==> config.mk <==
export PLATFORM = sky130hd
export DESIGN_NAME = orsq_sequencer
export DESIGN_NICKNAME = d
export VERILOG_FILES = /design/src/orsq_pkg.sv /design/src/orsq_down_counter.sv /design/src/orsq_sequencer.sv
export SDC_FILE = /design/constraint.sdc
export NUM_CORES = 1
export LEC_CHECK = 0
export CAP_MARGIN = 20
export CORE_MARGIN = 4
export CORE_UTILIZATION = 55
export CTS_CLUSTER_DIAMETER = 40
export CTS_CLUSTER_SIZE = 30
export DETAILED_ROUTE_END_ITERATION = 10
export DONT_BUFFER_PORTS = 1
export GPL_ROUTABILITY_DRIVEN = 0
export MAX_ROUTING_LAYER = met4
export PLACE_DENSITY = 0.7
export SKIP_LAST_GASP = 1
export SYNTH_ARGS = -nofsm -noshare
export SYNTH_HDL_FRONTEND = slang
export SYNTH_SLANG_ARGS = --single-unit
==> constraint.sdc <==
create_clock -name clock_i -period 8.3 [get_ports clock_i]
set_clock_uncertainty 0.2 [all_clocks]
set_input_delay 0.415 -clock clock_i [delete_from_list [all_inputs] [get_ports clock_i]]
set_output_delay 0.415 -clock clock_i [all_outputs]
set_load 0.005 [all_outputs]
==> src/orsq_pkg.sv <==
// Constants shared by the output ramp sequencer
package orsq_pkg;

	// ----------------------------------------
	// Register map
	// ----------------------------------------
	localparam logic [7:0] RAMP_RATE_CONFIG_ADDR = 8'h03;
	localparam logic [7:0] SHUTDOWN_DELAY_ADDR = 8'h06;
	localparam logic [7:0] RAMP_RATE_CONFIG_RESET = 8'h1c;
	localparam logic [7:0] SHUTDOWN_DELAY_RESET = 8'h0b;
	localparam logic [7:0] RAMP_RATE_CONFIG_MASK = 8'h7f;
	localparam logic [7:0] SHUTDOWN_DELAY_MASK = 8'h3f;

	// Field positions in ramp_rate_config
	localparam int RISE_RATE_LSB = 4;
	localparam int FALLING_RAMP_ENABLE_BIT = 3;
	localparam int FALL_RATE_LSB = 0;
	localparam logic [2:0] RISE_RATE_DEFAULT = 3'h1;
	localparam logic [2:0] FALL_RATE_DEFAULT = 3'h4;
	localparam logic [2:0] RATE_RESERVED = 3'h7;

	// ----------------------------------------
	// Timing, in master clock ticks
	// ----------------------------------------
	localparam int MASTER_TICKS_PER_MS = 1000;
	localparam int STEP_MV = 10;
	localparam logic [11:0] STEP_LSB = 12'h004;
	localparam int WAIT_W = 20;
	localparam int STEP_W = 8;

	// Load-line scale: code * amps(1/8 A) * 57 / 1024 in 2.5 mV units
	localparam logic [6:0] DROOP_SCALE = 7'h39;
	localparam int DROOP_SHIFT = 10;

	// Rate codes in mV/ms
	function automatic logic [STEP_W-1:0] rate_ticks(input int mv_per_ms);
		rate_ticks = STEP_W'(STEP_MV * MASTER_TICKS_PER_MS / mv_per_ms);
	endfunction

	function automatic logic [STEP_W-1:0] rise_ticks_of(input logic [2:0] c);
		case (c)
			3'h2: rise_ticks_of = rate_ticks(200);
			3'h3: rise_ticks_of = rate_ticks(250);
			3'h4: rise_ticks_of = rate_ticks(500);
			3'h5: rise_ticks_of = rate_ticks(1000);
			3'h6: rise_ticks_of = rate_ticks(2000);
			default: rise_ticks_of = rate_ticks(100);
		endcase
	endfunction

	function automatic logic [STEP_W-1:0] fall_ticks_of(input logic [2:0] c);
		case (c)
			3'h0: fall_ticks_of = rate_ticks(50);
			3'h1: fall_ticks_of = rate_ticks(100);
			3'h2: fall_ticks_of = rate_ticks(200);
			3'h3: fall_ticks_of = rate_ticks(250);
			3'h5: fall_ticks_of = rate_ticks(1000);
			3'h6: fall_ticks_of = rate_ticks(2000);
			default: fall_ticks_of = rate_ticks(500);
		endcase
	endfunction

	typedef enum logic [2:0] {
		ST_OFF,
		ST_ON_WAIT,
		ST_RAMP_UP,
		ST_ON,
		ST_OFF_WAIT,
		ST_RAMP_DOWN
	} orsq_state_t;

endpackage

==> src/orsq_down_counter.sv <==
// Loadable down counter stepped by master clock ticks
`timescale 1ns/10ps
`default_nettype none
module orsq_down_counter #(
	parameter int W = 8
) (
	// Clock and reset
	input wire logic clock_i,
	input wire logic rst_n_i,
	// Control
	input wire logic load_i,
	input wire logic [W-1:0] load_val_i,
	input wire logic dec_i,
	// Status
	output logic zero_o
);
	logic [W-1:0] count_reg;

	always_ff @(posedge clock_i or negedge rst_n_i) begin
		if (!rst_n_i) begin
			count_reg <= '0;
		end else if (load_i) begin
			count_reg <= load_val_i;
		end else if (dec_i && count_reg != '0) begin
			count_reg <= count_reg - W'(1);
		end
	end

	assign zero_o = (count_reg == '0);
endmodule
`default_nettype wire

==> src/orsq_sequencer.sv <==
// Turn-on/turn-off sequencing, ramp control and load-line positioning
`timescale 1ns/10ps
`default_nettype none
module orsq_sequencer
	import orsq_pkg::*;
(
	// Clock and reset
	input wire logic clock_i,
	input wire logic rst_n_i,
	// Register port
	input wire logic [7:0] reg_addr_i,
	input wire logic [7:0] reg_wdata_i,
	input wire logic reg_wr_i,
	input wire logic reg_rd_i,
	output logic [7:0] reg_rdata_o,
	// Commands and timing
	input wire logic turn_on_i,
	input wire logic turn_off_i,
	input wire logic master_tick_i,
	input wire logic [7:0] startup_delay_i,
	// Regulation inputs
	input wire logic [11:0] setpoint_i,
	input wire logic [2:0] load_line_sel_i,
	input wire logic [7:0] load_current_i,
	input wire logic [7:0] overcurrent_threshold_i,
	// Power stage
	output logic [11:0] ref_o,
	output logic high_side_en_o,
	output logic low_side_en_o,
	output logic ocp_fault_o,
	output logic ramping_o
);
	import orsq_pkg::*;

	// ----------------------------------------
	// Reset release
	// ----------------------------------------
	logic rst_meta_reg;
	logic rst_sync_reg;
	logic rst_n;

	always_ff @(posedge clock_i or negedge rst_n_i) begin
		if (!rst_n_i) begin
			rst_meta_reg <= 1'b0;
			rst_sync_reg <= 1'b0;
		end else begin
			rst_meta_reg <= 1'b1;
			rst_sync_reg <= rst_meta_reg;
		end
	end
	assign rst_n = rst_sync_reg;

	// ----------------------------------------
	// Registers
	// ----------------------------------------
	logic [7:0] ramp_rate_config_reg;
	logic [7:0] shutdown_delay_reg;
	wire wr_rate = reg_wr_i && (reg_addr_i == RAMP_RATE_CONFIG_ADDR);
	wire wr_delay = reg_wr_i && (reg_addr_i == SHUTDOWN_DELAY_ADDR);
	logic [7:0] rdata_next;

	always_comb begin
		if (reg_addr_i == RAMP_RATE_CONFIG_ADDR) begin
			rdata_next = ramp_rate_config_reg;
		end else if (reg_addr_i == SHUTDOWN_DELAY_ADDR) begin
			rdata_next = shutdown_delay_reg;
		end else begin
			rdata_next = 8'h00;
		end
	end

	always_ff @(posedge clock_i or negedge rst_n) begin
		if (!rst_n) begin
			ramp_rate_config_reg <= RAMP_RATE_CONFIG_RESET;
			shutdown_delay_reg <= SHUTDOWN_DELAY_RESET;
			reg_rdata_o <= 8'h00;
		end else begin
			if (wr_rate)
				ramp_rate_config_reg <= reg_wdata_i & RAMP_RATE_CONFIG_MASK;
			if (wr_delay)
				shutdown_delay_reg <= reg_wdata_i & SHUTDOWN_DELAY_MASK;
			if (reg_rd_i)
				reg_rdata_o <= rdata_next;
		end
	end

	// ----------------------------------------
	// Rate decode
	// ----------------------------------------
	wire [2:0] rise_code = ramp_rate_config_reg[RISE_RATE_LSB +: 3];
	wire [2:0] fall_code = ramp_rate_config_reg[FALL_RATE_LSB +: 3];
	wire fall_enable = ramp_rate_config_reg[FALLING_RAMP_ENABLE_BIT];
	// Reserved codes fall back to the reset rate rather than stalling
	wire [STEP_W-1:0] rise_ticks = rise_ticks_of(rise_code);
	wire [STEP_W-1:0] fall_ticks = fall_ticks_of(fall_code);

	// ----------------------------------------
	// Sequencer
	// ----------------------------------------
	orsq_state_t state_reg;
	logic [11:0] ramp_ref_reg;
	logic fall_en_reg;
	logic wait_zero;
	logic step_zero;

	wire [WAIT_W-1:0] on_full = WAIT_W'(startup_delay_i) * WAIT_W'(MASTER_TICKS_PER_MS);
	wire [WAIT_W-1:0] off_full = WAIT_W'(shutdown_delay_reg[5:0]) * WAIT_W'(MASTER_TICKS_PER_MS);
	wire [10:0] down_steps = 11'((13'(ramp_ref_reg) + 13'd3) >> 2);
	wire [WAIT_W-1:0] down_ticks = WAIT_W'(down_steps) * WAIT_W'(fall_ticks);
	// Manager must keep the delay above the ramp time; clamp if not
	wire [WAIT_W-1:0] off_wait = (off_full > down_ticks) ?
		off_full - down_ticks : '0;
	wire [WAIT_W-1:0] off_load = fall_enable ? off_wait : off_full;

	wire running = (state_reg != ST_OFF);
	wire on_take = (state_reg == ST_OFF) && turn_on_i;
	wire off_take = running && (state_reg != ST_OFF_WAIT) &&
		(state_reg != ST_RAMP_DOWN) && turn_off_i;
	wire ocp_hit = (state_reg == ST_RAMP_UP) &&
		(load_current_i >= overcurrent_threshold_i);
	wire in_ramp = (state_reg == ST_RAMP_UP) || (state_reg == ST_RAMP_DOWN);
	wire step_due = in_ramp && step_zero;
	wire [12:0] up_sum = 13'(ramp_ref_reg) + 13'(STEP_LSB);
	wire up_last = (up_sum >= 13'(setpoint_i));
	wire down_last = (ramp_ref_reg <= STEP_LSB);
	wire wait_load = on_take || off_take;
	wire [WAIT_W-1:0] wait_val = on_take ? on_full : off_load;
	wire step_load = step_due || (state_reg == ST_ON_WAIT) ||
		(state_reg == ST_OFF_WAIT);
	wire [STEP_W-1:0] step_val = ((state_reg == ST_ON_WAIT) ||
		(state_reg == ST_RAMP_UP)) ? rise_ticks : fall_ticks;

	orsq_down_counter #(.W(WAIT_W)) u_wait (
		.clock_i(clock_i),
		.rst_n_i(rst_n),
		.load_i(wait_load),
		.load_val_i(wait_val),
		.dec_i(master_tick_i),
		.zero_o(wait_zero)
	);

	// Step time counted in master ticks so all converters match
	orsq_down_counter #(.W(STEP_W)) u_step (
		.clock_i(clock_i),
		.rst_n_i(rst_n),
		.load_i(step_load),
		.load_val_i(step_val),
		.dec_i(master_tick_i),
		.zero_o(step_zero)
	);

	always_ff @(posedge clock_i or negedge rst_n) begin
		if (!rst_n) begin
			state_reg <= ST_OFF;
			ramp_ref_reg <= 12'h000;
			fall_en_reg <= 1'b0;
			ocp_fault_o <= 1'b0;
		end else begin
			case (state_reg)
				ST_OFF: begin
					if (turn_on_i) begin
						state_reg <= ST_ON_WAIT;
						ocp_fault_o <= 1'b0;
					end
				end
				ST_ON_WAIT: begin
					if (wait_zero)
						state_reg <= ST_RAMP_UP;
				end
				ST_RAMP_UP: begin
					if (ocp_hit) begin
						state_reg <= ST_OFF;
						ramp_ref_reg <= 12'h000;
						ocp_fault_o <= 1'b1;
					end else if (step_due) begin
						if (up_last) begin
							ramp_ref_reg <= setpoint_i;
							state_reg <= ST_ON;
						end else begin
							ramp_ref_reg <= up_sum[11:0];
						end
					end
				end
				ST_ON: begin
					ramp_ref_reg <= setpoint_i;
				end
				ST_OFF_WAIT: begin
					if (wait_zero && fall_en_reg) begin
						state_reg <= ST_RAMP_DOWN;
					end else if (wait_zero) begin
						state_reg <= ST_OFF;
						ramp_ref_reg <= 12'h000;
					end
				end
				ST_RAMP_DOWN: begin
					if (step_due && down_last) begin
						ramp_ref_reg <= 12'h000;
						state_reg <= ST_OFF;
					end else if (step_due) begin
						ramp_ref_reg <= ramp_ref_reg - STEP_LSB;
					end
				end
				default: state_reg <= ST_OFF;
			endcase
			if (off_take && !ocp_hit) begin
				state_reg <= ST_OFF_WAIT;
				fall_en_reg <= fall_enable;
			end
		end
	end

	// ----------------------------------------
	// Load-line positioning and outputs
	// ----------------------------------------
	wire [16:0] droop_prod = 17'(load_line_sel_i) * 17'(load_current_i) *
		17'(DROOP_SCALE);
	wire [11:0] droop = 12'(droop_prod >> DROOP_SHIFT);
	wire [11:0] ref_next = (ramp_ref_reg > droop) ?
		ramp_ref_reg - droop : 12'h000;

	always_ff @(posedge clock_i or negedge rst_n) begin
		if (!rst_n) begin
			ref_o <= 12'h000;
			high_side_en_o <= 1'b0;
			low_side_en_o <= 1'b0;
			ramping_o <= 1'b0;
		end else begin
			ref_o <= running ? ref_next : 12'h000;
			high_side_en_o <= running;
			low_side_en_o <= running;
			ramping_o <= in_ramp;
		end
	end
endmodule
`default_nettype wire

# After elaboration in Yosys (flattened, before gate mapping)
# Index checks and enable logic that the tools add are counted.
# Widths: inputs -> output; s select.
# op_classes
addsub	7
multipliers	5
magnitude_cmp	5
n_eq_ne	32
mux	35
reduce_logical	33
# op_table
cell	n
$mux 12	9
$mux 20	5
$pmux 12 s4	1
$pmux 8 s6	1
$pmux 7 s5	1
$mux 3	9
$mux 8	3
$eq 3x3->1 const B	7
$logic_not 20->1	1
$reduce_bool 20->1	1
$sub 16x19->20	1
$sub 20x1->20 const B	1
$gt 16x19->1	1
$mul 11x8->19	1
$eq 3x2->1 const B	6
$pmux 3 s6	1
$mul 11x6->17 const B	1
$mul 8x7->15 const B	1
$add 12x2->13 const B	1
$add 12x3->13 const B	1
$ge 13x12->1	1
$logic_and 1x1->1	13
$mul 6x7->13 const B	1
$gt 12x7->1	1
30 further kinds	48
# word_totals
ff_bits	82
in_bits	62
output_inout_bits	24
wordCells	131

# Logic depth before layout (Yosys ltp)
# depth
ltp_word	8
depth_mapped	32
depth_no_buf	30

# Cells and area by module
# A second synthesis with hierarchy kept.
# unflattened
hier_cells	1546
hier_area_um2	13173.9
# modules_own_cells
mod	instances	cells_per_inst	area_per_inst_um2	seq_area_each_um2
orsq_sequencer	1	1323	11234.5	1333.8
orsq_down_counter (u_wait)	1	165	1411.4	500.5
orsq_down_counter (u_step)	1	58	528.0	200.2

# Worst setup path after synthesis
# Ideal clock, no wire load.
# synth_timing
path_kind	input-to-reg
start	input port load_line_sel_i[0]
end	register ref_o[6]
setup_ns	0.125
arrival_ns	7.009
required_ns	7.975
path_slack_ns	0.966
cell_stages	32
n_path_buf	2
path_cell_list	clkbuf_1 > nand2_1 > fa_1 > inv_1 > ha_1 > fa_1 > a21oi_1 > nor2_1 > nor2_1 > o21bai_1 > a21oi_1 > xnor2_1 > inv_1 > fa_1 > inv_1 > ha_1 > ha_1 > nand4_1 > o221ai_1 > a211oi_1 > nor2_1 > o21a_1 > or2_2 > ha_1 > nor2b_1 > o21ai_0 > a21boi_0 > o21ai_0 > a21boi_0 > o22ai_1 > clkbuf_1 > a2111oi_0
# synth_between
elab_chain_len	5
elab_cells_between_ends	6
cone_classes	1 x add/sub; 2 x mul; 1 x order compare; 2 x mux
# synth_rtl
item	line_no	source
from (decl)	orsq_sequencer.sv:23	input wire logic [2:0] load_line_sel_i,
$mul 3x8->11 *	orsq_sequencer.sv:215	wire [16:0] droop_prod = 17'(load_line_sel_i) * 17'(load_current_i) *
$mul 11x6->17 *	orsq_sequencer.sv:215	
$sub 12x7->12 or $gt 12x7->1 (tied branches)	orsq_sequencer.sv:219, orsq_sequencer.sv:218	
$mux 12 *	orsq_sequencer.sv:218	wire [11:0] ref_next = (ramp_ref_reg > droop) ?
$mux 12 *	orsq_sequencer.sv:228	ref_o <= running ? ref_next : 12'h000;
to (signal assigned)	orsq_sequencer.sv:228	
to (decl)	orsq_sequencer.sv:27	output logic [11:0] ref_o,
# Mark *: on every way between the ends. The rest lies on a longest branch, timed or not.
# A chain may end at the register's enable or synchronous reset.

# Final worst setup path
# layout_timing
start	register ramp_ref_reg[2]
end	register u_wait.count_reg[0]
# layout_between
elab_chain_len	7
elab_cells_between_ends	8
cone_classes	2 x add/sub; 1 x mul; 1 x order compare; 4 x mux
# layout_rtl
item	line_no	source
from (decl)	orsq_sequencer.sv:101	logic [11:0] ramp_ref_reg;
from (signal assigned)	orsq_sequencer.sv:177	ramp_ref_reg <= setpoint_i;
from (signal assigned)	orsq_sequencer.sv:180	ramp_ref_reg <= up_sum[11:0];
from (signal assigned)	orsq_sequencer.sv:185	ramp_ref_reg <= setpoint_i;
$add 12x2->13 *	orsq_sequencer.sv:108	wire [10:0] down_steps = 11'((13'(ramp_ref_reg) + 13'd3) >> 2);
$mul 11x8->19 *	orsq_sequencer.sv:109	wire [WAIT_W-1:0] down_ticks = WAIT_W'(down_steps) * WAIT_W'(fall_ticks);
$sub 16x19->20 or $gt 16x19->1 (tied branches)	orsq_sequencer.sv:112, orsq_sequencer.sv:111	
$mux 20 *	orsq_sequencer.sv:111	wire [WAIT_W-1:0] off_wait = (off_full > down_ticks) ?
$mux 20 *	orsq_sequencer.sv:113	wire [WAIT_W-1:0] off_load = fall_enable ? off_wait : off_full;
$mux 20 *	orsq_sequencer.sv:127	wire [WAIT_W-1:0] wait_val = on_take ? on_full : off_load;
$mux 20 *	orsq_down_counter.sv:22	end else if (load_i) begin
to (signal assigned)	orsq_down_counter.sv:23	count_reg <= load_val_i;
to (signal assigned)	orsq_down_counter.sv:25	count_reg <= count_reg - W'(1);
to (decl)	orsq_down_counter.sv:17	logic [W-1:0] count_reg;
# Marks and branches as above.

==> key figures <==
Yosys
  • Syn Inst Count: 1555
  • Asr flop ratio synth: 100%
  • Count leader, synth: inv_1
  • Synth unique cells: 72
  • Synth Warn #: 0
  • Seq cells post-synth: 81
  • Syn_nets: 1915
  • Main synth FF type: dfrtp_1
  • Count of flip-flops with a built-in enable after synthesis: 0
  • Post-synth top area cell: ha_1
  • Ranking of synthesized cells by area: ha_1, fa_1, dfrtp_1
  • Synth top area share: 17.6%
  • Sequential share of the synthesized area: 15.5%
  • Most instantiated cells after synthesis: inv_1, ha_1, nor2_1
  • Synthesized cell area: 0.0131 mm2
  • Synthesized area per cell: 8.45 um2

Setup path
  • Crit Path Class: reg -> reg
  • Critical path launch point type: register
  • Reg2Reg Capture Point: u_wait.count_reg[0]
  • CP max FO: 8
  • Reg-to-reg startpoint: ramp_ref_reg[2]
  • Setup slack, reg-to-reg: 500 ps
  • Crit path arrival time: 7830 ps
  • CP required: 8340 ps
  • Critical path capture point: u_wait.count_reg[0]
  • Worst reg2reg path depth: 25
  • Crit path capture type: register
  • CP startpoint: ramp_ref_reg[2]

Finish
  • Area Overhead vs Synth: 6.39%
  • Final Util: 59.6%
  • Layout cells sized above 1: 7.15%
  • Nets: 1908
  • Total of fill cells in the finished design: 2131
  • Max reg flops: 20

Timing
  • FMAX: 0.128 GHz
  • Slew margin rel.: 25.6%
  • RSZ-0062 raised after global routing: no
  • Final period utilization: 93.9%
  • Minimum clock period: 7800 ps
  • Pins Over Slew Limit: 0
  • Fin. Hold Viols: 0
  • Actual slew at the worst max-slew pin: 1120 ps
  • Post-route setup TNS: 0 ps
  • Hold WS: 14.3 ps
  • Final setup vio count: 0

Placed design
  • Port bufs: 0
  • Dpl hpwl: 25800 um

Die
  • Chip Width: 163 um
  • Rows: 56
  • Initial Utilization: 56.0%
  • Die Area: 0.0264 mm2
  • Core area: 0.0235 mm2
  • Num ports: 86
  • Die Y: 163 um

Global routing
  • First-pass GRT wire length: 55000 um
  • Total track usage: 26.0%
  • Total gr overflow: 0
  • Vias in the first global route: 11.5k
  • Initial antenna violation count: 1
  • Pin count of the biggest net entering global routing: 80

CTS
  • H-tree depth: 3
  • Longest Clk Path Bufs: 2
  • Clk sink count: 81
  • Clk Latency, worst-skew pair: 360 ps
  • Num CTS Buffers: 9
  • Clk pin slew, worst setup/hold paths: 70 ps
  • Root buf cell: clkbuf_16
  • TritonCTS clock tree: yes
  • Post-CTS setup buffer count: 0

Detailed routing
  • Drc violations: 0
  • Avg WL per Cell: 17.4 um
  • Initial detailed-routing violation count: 813
  • Pre-Repair DR Iteration Count: 5
  • Via-to-Cell Ratio: 5.97
  • Routed WL: 32500 um
  • Antenna-violating nets left: 0
  • Via Count: 11.2k

Flow run
  • Number of max-cap violations: 0

Outcome
  • Outcome: finished clean

Hold path
  • Hold Path Class: in -> reg
worst max-delay path, stage by stage (launching register included):
cell and delay (ps):
dfrtp_1 380, ha_1 280, and3_1 230, nand3_1 170, nor2_1 70, xnor2_1 670
nor2_1 160, fa_1 540, fa_1 450, fa_1 550, inv_1 60, fa_1 520
inv_1 40, ha_1 220, a2111oi_0 360, o21ai_0 260, a31o_2 280, a21oi_1 180
xnor2_1 150, ha_1 430, nand4_1 170, nor2_1 200, nand3_1 100, a21oi_1 320
nand3_1 310, o311ai_0 370
routing by layer:
metal | routed length, um | vias to the layer above | track usage, %
met3 | 1940 | 58 | 4.20
met5 | 0 | - | -
met1 | 14300 | 5444 | 33.6
li1 | - | 5356 | -
met2 | 15700 | 329 | 43.0
met4 | 675 | 0 | 6.52
how the worst min path moves through the flow:
stage | startpoint | end | slack (ps) | depth (start not counted)
global placement | rst_n_i | rst_meta_reg | -80 | 0
global route | reg_rd_i | reg_rdata_o[0] | 10 | 2
finish | reg_wdata_i[5] | ramp_rate_config_reg[5] | 10 | 1
CTS | reg_wdata_i[5] | ramp_rate_config_reg[5] | 1 | 1
floorplan | rst_n_i | rst_meta_reg | -80 | 0
detailed placement | rst_n_i | rst_meta_reg | -80 | 0
cells by family (layout without fill, tap and decap cells):
logic type                 after synthesis  in the layout  share of synthesized area (%)
buffers and inverters                  264            262                           7.63
DFF                                     81             81                           15.5
xor gates and xnor gates                96             96                           6.40
and+or+nand+nor                        447            447                           16.6
AOI/OAI and AO/OA                      347            347                           17.4
adders and majority gates              298            298                           34.8
other                                    2              3                         0.0572
muxes                                   20             20                           1.66
timing repair:
| action | 4_1_cts | 5_1_grt |
|---|---|---|
| hold endpoints to repair | 22 | 0 |
| hold buffers | 10 | 0 |
| endpoints found under the setup margin | 0 | 2 |
| gates resized for setup | 0 | 1 |
placed cells by master, fill, tap and decap left out, types with 11 or more instances in the layout:
master	netlist	routed
fa_1	113	113
dfrtp_1	75	74
nand4_1	22	22
o211ai_1	12	12
nand2_1	94	94
nor2b_1	14	14
nand2b_1	13	13
or3_1	16	16
xor2_1	40	40
nand3_1	23	23
inv_1	207	207
o22ai_1	11	11
xnor2_1	56	56
buf_4	2	28
nor3_1	29	29
nor2_1	148	148
a31oi_1	18	18
o21bai_1	11	11
a21oi_1	94	94
a211oi_1	17	17
a21o_1	24	24
or2_2	30	30
mux2_2	14	14
o21ai_0	60	60
ha_1	185	185
and2_1	11	11
metrics by stage:
step           instances  setup WS [ps]  instance area, um2
2_1_floorplan       1555            966               13100
3_3_place_gp        1844            413               13500
3_5_place_dp        1844            389               13500
4_1_cts             1870            538               13900
5_1_grt             1873           24.8               14000
6_report            1873            505               14000
area by class of cell:
cell class | instances | area, um2 | share of cell area, %
well taps | 319 | 399 | 2.86
diodes | 1 | 2.50 | 0.0179
flip-flops and latches | 81 | 2040 | 14.6
clock buffers | 9 | 225 | 1.61
multi-input cells | 1210 | 10100 | 72.4
clock inverters | 7 | 83.8 | 0.600
inverters | 207 | 777 | 5.56
repair buffers | 39 | 338 | 2.42
Power is not shown: default switching activity piles up to over one toggle a cycle in this logic, so the estimate is an artifact.
